==> config.mk <==
export PLATFORM = sky130hd
export DESIGN_NAME = ilc_link_check
export DESIGN_NICKNAME = d
export VERILOG_FILES = /design/src/include/ilc_pkg.sv /design/src/include/ilc_reg_if.sv /design/src/rtl/ilc_key_mem.sv /design/src/rtl/ilc_serial_port.sv /design/src/rtl/ilc_link_check.sv
export SDC_FILE = /design/constraint.sdc
export NUM_CORES = 1
export LEC_CHECK = 0
export ABC_CLOCK_PERIOD_IN_PS = 4400
export BUFFER_PORTS_ARGS = -buffer_cell sky130_fd_sc_hd__buf_4
export CAP_MARGIN = 25
export CORE_MARGIN = 8
export CORE_UTILIZATION = 40
export DETAILED_ROUTE_END_ITERATION = 6
export PLACE_DENSITY = 0.54
export SLEW_MARGIN = 20
export SYNTH_ARGS = -nofsm -noshare
export SYNTH_HDL_FRONTEND = slang
export SYNTH_SLANG_ARGS = --single-unit
==> constraint.sdc <==
create_clock -name clk_sys_i -period 4.4 [get_ports clk_sys_i]
set_input_delay 0.88 -clock clk_sys_i [delete_from_list [all_inputs] [get_ports clk_sys_i]]
set_output_delay 0.88 -clock clk_sys_i [all_outputs]
set_load 0.02 [all_outputs]
==> src/include/ilc_pkg.sv <==
// Shared constants and types for the input link checker and clock monitor
package ilc_pkg;
    // Register indices on the serial port
    localparam logic [4:0] REG_TEST_CTRL = 5'h01;
    localparam logic [4:0] REG_ALARM_FLAGS = 5'h07;
    localparam logic [4:0] REG_LANE_ERR = 5'h08;
    localparam logic [4:0] REG_KEY_BASE = 5'h09;
    localparam logic [4:0] REG_KEY_LAST = 5'h10;
    localparam logic [4:0] REG_MON_CTRL = 5'h11;
    localparam logic [4:0] REG_SYNC_SEL = 5'h13;
    localparam logic [4:0] REG_MON_STAT = 5'h1F;
    // Field positions
    localparam int TEST_EN_BIT = 0;
    localparam int INTERP_LSB = 1;
    localparam int PAT_ERR_BIT = 3;
    localparam int ARM_MUTE_BIT = 0;
    localparam int ARM_LOSS_BIT = 1;
    localparam int MASK_MUTE_BIT = 3;
    localparam int MASK_LOSS_BIT = 4;
    localparam int STAT_MUTE_BIT = 6;
    localparam int STAT_LOSS_BIT = 7;
    localparam int DUAL_SYNC_BIT = 0;
    localparam int SPI_RW_BIT = 7;
    // Reset values
    localparam logic [7:0] KEY0_RESET = 8'h7A;
    localparam logic [7:0] KEYN_RESET = 8'h00;
    localparam logic [7:0] TEST_CTRL_RESET = 8'h00;
    localparam logic [7:0] MON_CTRL_RESET = 8'h00;
    localparam logic [7:0] SYNC_SEL_RESET = 8'h00;
    localparam logic [2:0] READ_PTR_RESET = 3'h4;
    // Monitor and data path
    localparam logic [2:0] LOSS_COUNT = 3'h4;
    localparam logic [15:0] MIDSCALE = 16'h8000;
    // Read clock divide limits per interpolation code, then the last serial bit index
    localparam logic [1:0] DIV_LIM_1X = 2'h0;
    localparam logic [1:0] DIV_LIM_2X = 2'h1;
    localparam logic [1:0] DIV_LIM_4X = 2'h3;
    localparam logic [3:0] SPI_LAST_BIT = 4'h7;

    typedef enum logic [2:0] {
        SP_IDLE = 3'b001,
        SP_CMD = 3'b010,
        SP_DATA = 3'b100
    } ilc_spi_st_t;

    typedef enum logic [2:0] {
        CK_OFF = 3'b001,
        CK_WAIT = 3'b010,
        CK_RUN = 3'b100
    } ilc_chk_st_t;
endpackage

==> src/include/ilc_reg_if.sv <==
// Register access carrier between serial port and block core
`timescale 1ns/100ps
`default_nettype none
interface ilc_reg_if;
    logic wr;
    logic [4:0] addr;
    logic [7:0] wdata;
    logic [7:0] rdata;
    modport master (output wr, output addr, output wdata, input rdata);
    modport slave (input wr, input addr, input wdata, output rdata);
endinterface
`default_nettype wire

==> src/rtl/ilc_key_mem.sv <==
// Eight-word pattern key store with two registered read ports
`timescale 1ns/100ps
`default_nettype none
module ilc_key_mem
    import ilc_pkg::*;
(
    input wire logic clk_sys_i,
    input wire logic srst_i,
    input wire logic wr_en_i,
    input wire logic [2:0] wr_addr_i,
    input wire logic [7:0] wr_data_i,
    input wire logic [2:0] rd_addr_a_i,
    input wire logic [2:0] rd_addr_b_i,
    output logic [7:0] rd_a_o,
    output logic [7:0] rd_b_o
);
    typedef struct packed {
        logic [7:0][7:0] words;
        logic [7:0] rd_a;
        logic [7:0] rd_b;
    } ilc_mem_state_t;

    ilc_mem_state_t mem_reg, mem_next;

    // Write port and both registered reads
    always_comb begin
        mem_next = mem_reg;
        if (wr_en_i) begin
            mem_next.words[wr_addr_i] = wr_data_i;
        end
        mem_next.rd_a = mem_reg.words[rd_addr_a_i];
        mem_next.rd_b = mem_reg.words[rd_addr_b_i];
    end

    always_ff @(posedge clk_sys_i) begin
        if (srst_i) begin
            mem_reg <= '0;
            mem_reg.words <= {{7{KEYN_RESET}}, KEY0_RESET};
        end else begin
            mem_reg <= mem_next;
        end
    end

    assign rd_a_o = mem_reg.rd_a;
    assign rd_b_o = mem_reg.rd_b;
endmodule
`default_nettype wire

==> src/rtl/ilc_serial_port.sv <==
// Three-wire serial register port, sampled in the system clock
`timescale 1ns/100ps
`default_nettype none
module ilc_serial_port
    import ilc_pkg::*;
(
    input wire logic clk_sys_i,
    input wire logic srst_i,
    input wire logic serial_clk_i,
    input wire logic serial_enable_n_i,
    input wire logic serial_data_i,
    output logic serial_data_o,
    output logic serial_data_oe_n_o,
    ilc_reg_if.master bus
);
    typedef struct packed {
        ilc_spi_st_t st;
        logic sclk_q;
        logic [3:0] bitcnt;
        logic [7:0] cmd;
        logic [7:0] dat;
        logic wr;
        logic sdo;
        logic oe_n;
    } ilc_spi_state_t;

    ilc_spi_state_t s_reg, s_next;
    logic sclk_rise;
    logic sclk_fall;
    logic is_read;

    assign sclk_rise = serial_clk_i & ~s_reg.sclk_q;
    assign sclk_fall = ~serial_clk_i & s_reg.sclk_q;
    assign is_read = s_reg.cmd[SPI_RW_BIT];

    // Command byte then data byte, MSB first, shifted in on rising edges, read data shifted out on falling edges
    always_comb begin
        s_next = s_reg;
        s_next.sclk_q = serial_clk_i;
        s_next.wr = 1'b0;
        if (serial_enable_n_i) begin
            s_next.st = SP_IDLE;
            s_next.bitcnt = '0;
            s_next.oe_n = 1'b1;
        end else begin
            unique case (s_reg.st)
                SP_IDLE: begin
                    s_next.st = SP_CMD;
                end
                SP_CMD: begin
                    if (sclk_rise) begin
                        s_next.cmd = {s_reg.cmd[6:0], serial_data_i};
                        s_next.bitcnt = s_reg.bitcnt + 4'h1;
                        if (s_reg.bitcnt == SPI_LAST_BIT) begin
                            s_next.st = SP_DATA;
                            s_next.bitcnt = '0;
                        end
                    end
                end
                SP_DATA: begin
                    if (sclk_rise && !is_read) begin
                        s_next.dat = {s_reg.dat[6:0], serial_data_i};
                        s_next.bitcnt = s_reg.bitcnt + 4'h1;
                        s_next.wr = (s_reg.bitcnt == SPI_LAST_BIT);
                    end
                    // Read data is loaded at the first falling edge
                    if (sclk_fall && is_read) begin
                        s_next.oe_n = 1'b0;
                        s_next.bitcnt = s_reg.bitcnt + 4'h1;
                        if (s_reg.bitcnt == 4'h0) begin
                            s_next.sdo = bus.rdata[7];
                            s_next.dat = {bus.rdata[6:0], 1'b0};
                        end else begin
                            s_next.sdo = s_reg.dat[7];
                            s_next.dat = {s_reg.dat[6:0], 1'b0};
                        end
                    end
                end
            endcase
        end
    end

    always_ff @(posedge clk_sys_i) begin
        if (srst_i) begin
            s_reg <= '0;
            s_reg.st <= SP_IDLE;
            s_reg.oe_n <= 1'b1;
        end else begin
            s_reg <= s_next;
        end
    end

    assign bus.wr = s_reg.wr;
    assign bus.addr = s_reg.cmd[4:0];
    assign bus.wdata = s_reg.dat;
    assign serial_data_o = s_reg.sdo;
    assign serial_data_oe_n_o = s_reg.oe_n;
endmodule
`default_nettype wire

==> src/rtl/ilc_link_check.sv <==
// Input link pattern checker, data clock monitor and read sync select
//
// What this block does
// - Pattern check enable holds analog outputs off regardless of enable pin.
// - Eight writable key bytes in consecutive registers are the compare key.
// - Each mismatching data lane sets its own error field bit.
// - Any mismatch sets the pattern error flag, alarm register bit 3.
// - First key word resets to 0x7A.
// - Writing zero clears error field and flag; persisting errors set again.
// - Monitor counter clears on data clock rise, counts on read clock.
// - Count of four without data clock sets loss and mute latches.
// - Arm bit one enables its latch; zero holds it cleared.
// - Status register shows loss latch at bit 7, mute at bit 6.
// - Mute latch set replaces output samples with mid-scale code.
// - Both alarms drive alarm pin unless masked by bits 4 and 3.
// - Output strobe sampled on conversion clock resets read pointer.
// - Single sync mode resamples frame pointer reset on read clock.
// - Read clock is conversion clock divided by interpolation factor.
// - Frame marker is taken only on data clock rising edges.
`timescale 1ns/100ps
`default_nettype none
module ilc_link_check
    import ilc_pkg::*;
(
    input wire logic clk_sys_i,
    input wire logic srst_i,
    input wire logic input_data_clock_i,
    input wire logic frame_marker_i,
    input wire logic [7:0] link_data_i,
    input wire logic conversion_clock_i,
    input wire logic output_strobe_sync_i,
    input wire logic output_enable_pin_i,
    input wire logic [15:0] sample_i,
    input wire logic serial_clk_i,
    input wire logic serial_enable_n_i,
    input wire logic serial_data_i,
    output logic serial_data_o,
    output logic serial_data_oe_n_o,
    output logic alarm_output_pin_o,
    output logic analog_active_o,
    output logic [15:0] sample_o,
    output logic [2:0] read_ptr_o,
    output logic read_ptr_reset_o
);
    typedef struct packed {
        logic dclk_q;
        logic frame_q;
        logic cclk_q;
        logic output_strobe_sync_s;
        logic [7:0] test_ctrl;
        logic [7:0] sync_sel;
        logic [7:0] mon_ctrl;
        logic [7:0] lane_err;
        logic pat_err;
        ilc_chk_st_t ck_st;
        logic [2:0] key_idx;
        logic cmp_valid;
        logic [7:0] cmp_data;
        logic [1:0] div_cnt;
        logic [2:0] mon_cnt;
        logic loss_latch;
        logic mute_latch;
        logic [2:0] rd_ptr;
        logic rd_pend;
        logic rd_rst;
        logic alarm_pin;
        logic analog_act;
        logic [15:0] sample;
        logic [7:0] rdata;
    } ilc_core_state_t;

    ilc_core_state_t c_reg, c_next;
    ilc_reg_if reg_bus ();

    logic [7:0] key_rd_sw;
    logic [7:0] key_rd_chk;
    logic [2:0] chk_addr;
    logic [4:0] key_off;
    logic key_wr;
    logic dclk_rise;
    logic dclk_edge;
    logic frame_rise;
    logic cclk_rise;
    logic output_strobe_sync_rise;
    logic rd_tick;
    logic loss_pulse;
    logic test_en;
    logic dual_sync;
    logic [1:0] div_lim;
    logic [7:0] mism;

    ilc_serial_port u_port (
        .clk_sys_i(clk_sys_i),
        .srst_i(srst_i),
        .serial_clk_i(serial_clk_i),
        .serial_enable_n_i(serial_enable_n_i),
        .serial_data_i(serial_data_i),
        .serial_data_o(serial_data_o),
        .serial_data_oe_n_o(serial_data_oe_n_o),
        .bus(reg_bus.master)
    );

    // Key words sit at consecutive indices
    assign key_off = reg_bus.addr - REG_KEY_BASE;
    assign key_wr = reg_bus.wr && reg_bus.addr >= REG_KEY_BASE
        && reg_bus.addr <= REG_KEY_LAST;

    ilc_key_mem u_key (
        .clk_sys_i(clk_sys_i),
        .srst_i(srst_i),
        .wr_en_i(key_wr),
        .wr_addr_i(key_off[2:0]),
        .wr_data_i(reg_bus.wdata),
        .rd_addr_a_i(key_off[2:0]),
        .rd_addr_b_i(chk_addr),
        .rd_a_o(key_rd_sw),
        .rd_b_o(key_rd_chk)
    );

    // Edge detection on pins already synchronous to the system clock
    assign dclk_rise = input_data_clock_i & ~c_reg.dclk_q;
    assign dclk_edge = input_data_clock_i ^ c_reg.dclk_q;
    // frame only seen at data clock rise
    assign frame_rise = dclk_rise & frame_marker_i & ~c_reg.frame_q;
    assign cclk_rise = conversion_clock_i & ~c_reg.cclk_q;
    assign output_strobe_sync_rise = cclk_rise & output_strobe_sync_i & ~c_reg.output_strobe_sync_s;
    assign test_en = c_reg.test_ctrl[TEST_EN_BIT];
    assign dual_sync = c_reg.sync_sel[DUAL_SYNC_BIT];

    always_comb begin
        unique case (c_reg.test_ctrl[INTERP_LSB +: 2])
            2'h0: div_lim = DIV_LIM_1X;
            2'h1: div_lim = DIV_LIM_2X;
            2'h2: div_lim = DIV_LIM_4X;
            2'h3: div_lim = DIV_LIM_4X;
        endcase
    end
    assign rd_tick = cclk_rise && c_reg.div_cnt == div_lim;

    // one pulse as the count reaches four
    assign loss_pulse = rd_tick && !dclk_rise
        && c_reg.mon_cnt == LOSS_COUNT - 3'h1;

    // lane compare against the key word read last cycle
    assign mism = c_reg.cmp_valid ? (c_reg.cmp_data ^ key_rd_chk) : 8'h00;

    // Main next-state logic
    always_comb begin
        c_next = c_reg;
        c_next.dclk_q = input_data_clock_i;
        c_next.cclk_q = conversion_clock_i;
        c_next.cmp_valid = 1'b0;
        c_next.rd_rst = 1'b0;
        chk_addr = c_reg.key_idx;
        if (dclk_rise) begin
            c_next.frame_q = frame_marker_i;
        end
        if (cclk_rise) begin
            c_next.output_strobe_sync_s = output_strobe_sync_i;
        end

        // Plain control registers
        if (reg_bus.wr) begin
            unique case (reg_bus.addr)
                REG_TEST_CTRL: c_next.test_ctrl = reg_bus.wdata;
                REG_SYNC_SEL: c_next.sync_sel = reg_bus.wdata;
                REG_MON_CTRL: c_next.mon_ctrl = reg_bus.wdata;
                default: ;
            endcase
        end

        // sequence alignment; a frame rise realigns to word 0
        unique case (c_reg.ck_st)
            CK_OFF: begin
                if (test_en) begin
                    c_next.ck_st = CK_WAIT;
                end
            end
            CK_WAIT: begin
                if (!test_en) begin
                    c_next.ck_st = CK_OFF;
                end else if (frame_rise) begin
                    chk_addr = 3'h0;
                    c_next.cmp_valid = 1'b1;
                    c_next.cmp_data = link_data_i;
                    c_next.key_idx = 3'h1;
                    c_next.ck_st = CK_RUN;
                end
            end
            CK_RUN: begin
                if (!test_en) begin
                    c_next.ck_st = CK_OFF;
                end else if (dclk_edge) begin
                    chk_addr = frame_rise ? 3'h0 : c_reg.key_idx;
                    c_next.cmp_valid = 1'b1;
                    c_next.cmp_data = link_data_i;
                    c_next.key_idx = chk_addr + 3'h1;
                end
            end
        endcase

        // write clears, a fresh mismatch wins over the clear
        if (reg_bus.wr && reg_bus.addr == REG_LANE_ERR) begin
            c_next.lane_err = reg_bus.wdata;
        end
        if (reg_bus.wr && reg_bus.addr == REG_ALARM_FLAGS) begin
            c_next.pat_err = reg_bus.wdata[PAT_ERR_BIT];
        end
        c_next.lane_err = c_next.lane_err | mism;
        c_next.pat_err = c_next.pat_err | (|mism);

        if (cclk_rise) begin
            c_next.div_cnt = rd_tick ? 2'h0 : c_reg.div_cnt + 2'h1;
        end

        if (dclk_rise) begin
            c_next.mon_cnt = 3'h0;
        end else if (rd_tick && c_reg.mon_cnt != LOSS_COUNT) begin
            c_next.mon_cnt = c_reg.mon_cnt + 3'h1;
        end

        // latches held clear while their arm bit is zero
        c_next.loss_latch = c_reg.mon_ctrl[ARM_LOSS_BIT]
            & (c_reg.loss_latch | loss_pulse);
        c_next.mute_latch = c_reg.mon_ctrl[ARM_MUTE_BIT]
            & (c_reg.mute_latch | loss_pulse);

        c_next.sample = c_reg.mute_latch ? MIDSCALE : sample_i;
        c_next.analog_act = output_enable_pin_i & ~test_en;
        // unmasked latches drive the alarm pin
        c_next.alarm_pin =
            (c_reg.loss_latch & ~c_reg.mon_ctrl[MASK_LOSS_BIT])
            | (c_reg.mute_latch & ~c_reg.mon_ctrl[MASK_MUTE_BIT]);

        // frame reset waits for the next read clock tick
        c_next.rd_pend = frame_rise | (c_reg.rd_pend & ~rd_tick);
        // strobe drives read reset in dual mode
        c_next.rd_rst = dual_sync ? output_strobe_sync_rise : (rd_tick & c_reg.rd_pend);
        if (c_next.rd_rst) begin
            c_next.rd_ptr = READ_PTR_RESET;
        end else if (rd_tick) begin
            c_next.rd_ptr = c_reg.rd_ptr + 3'h1;
        end

        // Read mux; unmapped indices read zero, control registers return every written bit
        unique case (reg_bus.addr)
            REG_TEST_CTRL: c_next.rdata = c_reg.test_ctrl;
            REG_SYNC_SEL: c_next.rdata = c_reg.sync_sel;
            REG_MON_CTRL: c_next.rdata = c_reg.mon_ctrl;
            REG_LANE_ERR: c_next.rdata = c_reg.lane_err;
            REG_ALARM_FLAGS: c_next.rdata = 8'(c_reg.pat_err) << PAT_ERR_BIT;
            REG_MON_STAT: c_next.rdata =
                (8'(c_reg.loss_latch) << STAT_LOSS_BIT)
                | (8'(c_reg.mute_latch) << STAT_MUTE_BIT);
            default: c_next.rdata =
                key_wr || (key_off <= REG_KEY_LAST - REG_KEY_BASE)
                ? key_rd_sw : 8'h00;
        endcase
    end

    always_ff @(posedge clk_sys_i) begin
        if (srst_i) begin
            c_reg <= '0;
            c_reg.ck_st <= CK_OFF;
            c_reg.test_ctrl <= TEST_CTRL_RESET;
            c_reg.sync_sel <= SYNC_SEL_RESET;
            c_reg.mon_ctrl <= MON_CTRL_RESET;
            c_reg.rd_ptr <= READ_PTR_RESET;
        end else begin
            c_reg <= c_next;
        end
    end

    assign reg_bus.rdata = c_reg.rdata;
    assign alarm_output_pin_o = c_reg.alarm_pin;
    assign analog_active_o = c_reg.analog_act;
    assign sample_o = c_reg.sample;
    assign read_ptr_o = c_reg.rd_ptr;
    assign read_ptr_reset_o = c_reg.rd_rst;
endmodule
`default_nettype wire

Word-level counts from Yosys, hierarchy flattened
Cells that the tools add are included.
- output and inout port bits: 24
- input bits: 34
- word-level logic and storage cells: 201
- bits in registers: 197
- add/sub/neg operators: 6
- $lt $le $gt $ge: 6
- reductions and logical operators: 38
- multiplexer cells: 42
- bitwise gates (word level): 37
- equality and inequality tests: 29
- operators by type and width (operator ; number):
    bitwise mux 64 bit ; 1
    2-to-1 mux 8 bit ; 8
    binary-select mux 8 bit (select 3 bit) ; 2
    2-to-1 mux 12 bit ; 4
    one-hot mux 8 bit (6 select lines) ; 1
    2-to-1 mux 3 bit ; 9
    demux 8 bit (select 3 bit) ; 1
    one-hot mux 12 bit (2 select lines) ; 1
    AND reduction 3 bit ; 6
    2-to-1 mux 16 bit ; 1
    bitwise AND 1 bit ; 15
    equality test 5 bit, second input constant ; 3
    2-to-1 mux 15 bit ; 1
    inverter 1 bit ; 13
    2-to-1 mux 4 bit ; 3
    != test 2 bit, second input constant ; 6
    one-hot mux 3 bit (2 select lines) ; 2
    logical AND 1 bit ; 11
    OR reduction 2 bit ; 5
    adder 3 x 1 -> 3 bit, second input constant ; 3
    equality test 3 x 2 -> 1 bit, second input constant ; 3
    2-to-1 mux 9 bit ; 1
    one-hot mux 3 bit (3 select lines) ; 1
    < comparator 3 x 4 -> 1 bit, second input constant ; 2
    other kinds (37) ; 55

Longest topological paths before layout
- depth after elaboration: 10
- gate-level depth with buffers: 10
- depth with buffers taken out: 8

Hierarchy
A second synthesis with hierarchy kept.
- cells, all modules: 966
- area, all modules: 9380.2 um^2
- modules (own cells, without submodules) (module ; area an instance (um^2) ; cells an instance ; seq. area each (um^2) ; times used):
    ilc_link_check ; 4092.7 ; 453 ; 1801.7 ; 1
    ilc_key_mem ; 3980.1 ; 371 ; 1601.5 ; 1
    ilc_serial_port ; 1307.5 ; 142 ; 540.5 ; 1

Worst setup path after synthesis
OpenSTA, ideal clock, no wires.
- path type: input -> register
- start: input input_data_clock_i
- end: register c_reg[38] (netlist name)
- data arrival time: 2.220 ns
- cell stages on the path: 8
- library setup time: 0.128 ns
- slack: 2.053 ns
- required time: 4.272 ns
- path buffers: 3
- path through: ha_1 -> clkbuf_1 -> and3b_1 -> clkbuf_1 -> a31oi_1 -> buf_2 -> mux2i_1 -> nor2_1
- cells in the longest elaborated chain, start to end: 5
- elaborated cells on any way between the ends: 7
- those cells by class: eq/ne: 2; bitwise: 4; reduce/logical: 1
- RTL lines (element ; line ; RTL):
    start, declared ; ilc_link_check.sv:27 ; input wire logic input_data_clock_i,
    bitwise AND 1 bit ; ilc_link_check.sv:121 ; assign dclk_rise = input_data_clock_i & ~c_reg.dclk_q;
    bitwise AND 1 bit (2 in series) ; ilc_link_check.sv:124 ; assign frame_rise = dclk_rise & frame_marker_i & ~c_reg.frame_q;
    != test 2 bit (no line) ; n/a ;
    AND reduction 5 bit (no line) (*) ; n/a ;
    end signal, assigned ; ilc_link_check.sv:270 ; c_reg <= c_next;
    end, declared ; ilc_link_check.sv:72 ; ilc_core_state_t c_reg, c_next;
Every way passes the cells marked *; elsewhere a longest branch is shown, timed or not.
A chain may end at the register's enable or synchronous reset.

Worst setup path after layout
- start: register u_port.s_reg, in the netlist u_port.bus.addr[0]
- end: register u_key.mem_reg[39] (netlist name)
- cells in the longest elaborated chain, start to end: 6
- elaborated cells on any way between the ends: 11
- those cells by class: add/sub: 1; order compare: 4; mux: 3; reduce/logical: 3
- RTL lines (element ; line ; RTL):
    start, declared ; ilc_serial_port.sv:27 ; ilc_spi_state_t s_reg, s_next;
    start signal, assigned ; ilc_serial_port.sv:89 ; s_reg <= s_next;
    subtractor 5 x 4 -> 5 bit ; ilc_link_check.sv:104 ; assign key_off = reg_bus.addr - REG_KEY_BASE;
    < comparator 3 x 4 -> 1 bit (implied by the code) / greater-or-equal comparator 3 x 1 -> 1 bit (equally long branches) ; ilc_key_mem.sv:29 ; mem_next.words[wr_addr_i] = wr_data_i;
    logical AND 1 bit (implied by the code) ; ilc_key_mem.sv:29 ;
    2-to-1 mux 8 bit (implied by the code) ; ilc_key_mem.sv:29 ;
    demux 8 bit (select 3 bit) ; n/a ;
    bitwise mux 64 bit ; ilc_key_mem.sv:29 ;
    end signal, assigned ; ilc_key_mem.sv:40 ; mem_reg <= mem_next;
    end, declared ; ilc_key_mem.sv:23 ; ilc_mem_state_t mem_reg, mem_next;
Parallel ways exist; a longest one is shown, timed or not.

==> impl_metrics.sql <==
INSERT INTO impl_metrics (metric_group, metric, value, unit) VALUES
('global_route', 'pin_count_of_the_biggest_net_entering_global_routing', '128', ''),
('global_route', 'overall_overflow_remaining_after_global_route', '0', ''),
('layout', 'area_growth', '11.7', '%'),
('timing', 'tightest_slew', '0.992', 'ns'),
('clocking', 'post_cts_sizing', '0', ''),
('timing', 'final_hold_viol_count', '0', ''),
('clocking', 'clk_pin_slew', '0.07', 'ns'),
('global_route', 'global_route.usage.total', '16.6', '%'),
('layout', 'layout.area.seq', '3940', 'um2'),
('logic_synthesis', 'synth-adder-area-share', '1.66', '%'),
('pwr', 'vdd_ir_drop_max', '227', 'uV'),
('global_route', 'number_of_antenna_violations_at_the_first_check_in_global_routing', '0', ''),
('detailed_routing', 'drc', '0', ''),
('logic_synthesis', 'synth_area', '9050', 'um2'),
('timing', 'timing.slew.headroom', '33.4', '%'),
('logic_synthesis', 'postSynthCellCount', '947', ''),
('clocking', 'ctsHtreeMaxLevel', '4', ''),
('place', 'place_congestion', '0.829', ''),
('setup_path', 'timing.critical_path.arrival', '3.42', 'ns'),
('detailed_routing', 'totalWireLength', '22800', 'um'),
('setup_path', 'path_class', 'register to register', ''),
('pwr', 'seqPwrFrac', '50.0', '%'),
('place', 'port-buffer-count', '57', ''),
('setup_path', 'worst-endpoint-required', '4.68', 'ns'),
('clocking', 'cts_sink_count', '197', ''),
('clocking', 'cts_tree', 'built', ''),
('pwr', 'power.switching', '0.000824', 'W'),
('floorplanning', 'die_width', '166', 'um'),
('floorplanning', 'rows', '55', ''),
('pwr', 'power.share.combinational', '4.4', '%'),
('setup_path', 'critical_path.startpoint_type', 'register', ''),
('logic_synthesis', 'post_synth_and_or_nand_nor_area_fraction', '18.8', '%'),
('layout', 'post-route-util', '45.1', '%'),
('logic_synthesis', 'synth-edff-count', '0', ''),
('place', 'dpl.hpwl', '15300', 'um'),
('layout', 'drive_above_1_share', '15.0', '%'),
('logic_synthesis', 'synth-async-reset-ratio', '0', '%'),
('global_route', 'first_global_vias', '6473', ''),
('clocking', 'clkLatencyLatePin', '0.44', 'ns'),
('logic_synthesis', 'synth-seq-cells', '197', ''),
('clocking', 'post-cts-setup-buffer-count', '0', ''),
('floorplanning', 'die_area', '27700', 'um2'),
('outcome', 'run_status', 'completed', ''),
('logic_synthesis', 'portion_of_the_post_synthesis_area_used_by_sequential_elements', '43.6', '%'),
('logic_synthesis', 'synth.distinct_cells', '73', ''),
('clocking', 'holdBufCountCts', '0', ''),
('pwr', 'power_switching_share', '22.6', '%'),
('detailed_routing', 'post_route_ant_nets', '0', ''),
('logic_synthesis', 'synthMuxAreaShare', '16.8', '%'),
('pwr', 'clkPwrFrac', '45.6', '%'),
('job', 'max_cap_violations', '0', ''),
('logic_synthesis', 'synth.most_common_cell', 'sky130_fd_sc_hd__dfxtp_1', ''),
('layout', 'fin_nets', '997', ''),
('timing', 'part_of_the_cycle_the_worst_path_needs', '71.5', '%'),
('layout', 'multi_input_comb_area', '4610', 'um2'),
('logic_synthesis', 'ys.flop_type', 'sky130_fd_sc_hd__dfxtp_1', ''),
('setup_path', 'crit_path_max_fanout', '19', ''),
('global_route', 'global_route_wire_length_before_repair', '36900', 'um'),
('detailed_routing', 'via_count', '6737', ''),
('layout', 'largest_register_ff_count', '64', ''),
('logic_synthesis', 'synth.top_cells.by_area', 'sky130_fd_sc_hd__dfxtp_1 (44%), sky130_fd_sc_hd__mux2i_1 (12%), sky130_fd_sc_hd__nor2_1 (6.2%), sky130_fd_sc_hd__mux4_2 (3.0%), sky130_fd_sc_hd__nand2_1 (2.5%)', ''),
('timing', 'clock.fmax', '318', 'MHz'),
('floorplanning', 'floorplan.die.height', '166', 'um'),
('logic_synthesis', 'synthesis.nets', '993', ''),
('pwr', 'power_density', '361', 'nW/um2'),
('hold_path', 'hold_path_class', 'register to register', ''),
('detailed_routing', 'initialDrtViolationCount', '532', ''),
('detailed_routing', 'drt_first_pass_iters', '5', ''),
('floorplanning', 'ios', '58', ''),
('setup_path', 'cp-end-kind', 'register', ''),
('logic_synthesis', 'fraction_of_the_mapped_netlist_area_in_compound_gates', '11.9', '%');
[path summary, 6_finish.rpt]
| path | start | endpoint | slack [ns] | cells after the start |
|---|---|---|---|---|
| worst max-delay path | u_port.bus.addr[0] | u_key.mem_reg[39] | 1.26 | 7 |
| worst min-delay path | u_key.rd_a_o[4] | reg_bus.rdata[4] | 0.44 | 1 |
| worst max register to register | u_port.bus.addr[0] | u_key.mem_reg[39] | 1.26 | 7 |
| worst min register to register | u_key.rd_a_o[4] | reg_bus.rdata[4] | 0.44 | 1 |
[layout by cell type, fill, tap and decap left out, types with 4 or more instances in the layout]
cell,n
sky130_fd_sc_hd__dfxtp_1,197
sky130_fd_sc_hd__nor2_1,149
sky130_fd_sc_hd__mux2i_1,107
sky130_fd_sc_hd__buf_4,67
sky130_fd_sc_hd__nand2_1,61
sky130_fd_sc_hd__a21oi_1,33
sky130_fd_sc_hd__nor3_1,27
sky130_fd_sc_hd__and2_1,21
sky130_fd_sc_hd__nor2b_1,19
sky130_fd_sc_hd__nand3_1,19
sky130_fd_sc_hd__clkbuf_16,17
sky130_fd_sc_hd__a221oi_1,16
sky130_fd_sc_hd__mux2_2,16
sky130_fd_sc_hd__inv_1,15
sky130_fd_sc_hd__a22oi_1,13
sky130_fd_sc_hd__mux4_2,12
sky130_fd_sc_hd__ha_1,12
sky130_fd_sc_hd__a31oi_1,11
sky130_fd_sc_hd__xor2_1,10
sky130_fd_sc_hd__a221o_1,10
sky130_fd_sc_hd__nor3b_1,9
sky130_fd_sc_hd__nand2b_1,9
sky130_fd_sc_hd__o2bb2ai_1,9
sky130_fd_sc_hd__o21ai_0,8
sky130_fd_sc_hd__xnor2_1,7
sky130_fd_sc_hd__a211o_1,6
sky130_fd_sc_hd__nand3b_1,5
sky130_fd_sc_hd__a211oi_1,4
[layout make-up]
type	instances	area share, %
multi-input cells	652	45.6
repair buffers	68	5.08
well taps	285	3.53
inverters	15	0.557
flip-flops and latches	197	39.0
clock inverters	12	1.65
clock buffers	20	4.61
[power groups by stage]
stage          clock, W  sequential [W]  combinational, W
6_report        0.00167         0.00183          0.000160
5_1_grt         0.00178         0.00183          0.000177
4_1_cts         0.00171         0.00183          0.000163
3_5_place_dp          0         0.00187          0.000162
3_3_place_gp          0         0.00187          0.000161
2_1_floorplan         0         0.00186          0.000115
[per-stage QoR]
stage                     cell area (um2)  instances  setup slack [ns]  power, W  hold slack [ns]
after floorplan                      9050        947              2.05   0.00198            0.410
after global placement               9470       1216              1.40   0.00203            0.419
after detailed placement             9470       1216              1.28   0.00203            0.425
after CTS                           10100       1248              1.26   0.00369            0.442
after global routing                10100       1249             0.991   0.00378            0.460
final                               10100       1249              1.26   0.00365            0.442
[worst max-delay path, cell delays in order (launching register included)]
cell	delay, ns
sky130_fd_sc_hd__dfxtp_1	0.57
sky130_fd_sc_hd__inv_1	0.21
sky130_fd_sc_hd__ha_1	0.33
sky130_fd_sc_hd__xnor2_2	0.75
sky130_fd_sc_hd__nand2_1	0.19
sky130_fd_sc_hd__or3_1	0.62
sky130_fd_sc_hd__mux2i_1	0.25
sky130_fd_sc_hd__nor2_1	0.05
[logic make-up (layout without fill, tap and decap cells)]
group / count (synthesis) / count (layout)
simple gates: 348 / 348
flops: 197 / 197
compound gates: 139 / 139
mux: 135 / 135
buf+inv: 98 / 115
xor+xnor: 18 / 18
fa+ha+maj: 12 / 12
[routing by layer]
| layer | GRT usage [%] | routed length (um) | up-vias |
|---|---|---|---|
| met5 | 0 | 0 | - |
| met4 | 5.88 | 447 | 0 |
| met3 | 3.40 | 901 | 27 |
| met2 | 25.3 | 10300 | 126 |
| met1 | 22.8 | 11200 | 3243 |
| li1 | - | - | 3341 |
Note: power is estimated with default switching activity, not from simulation.
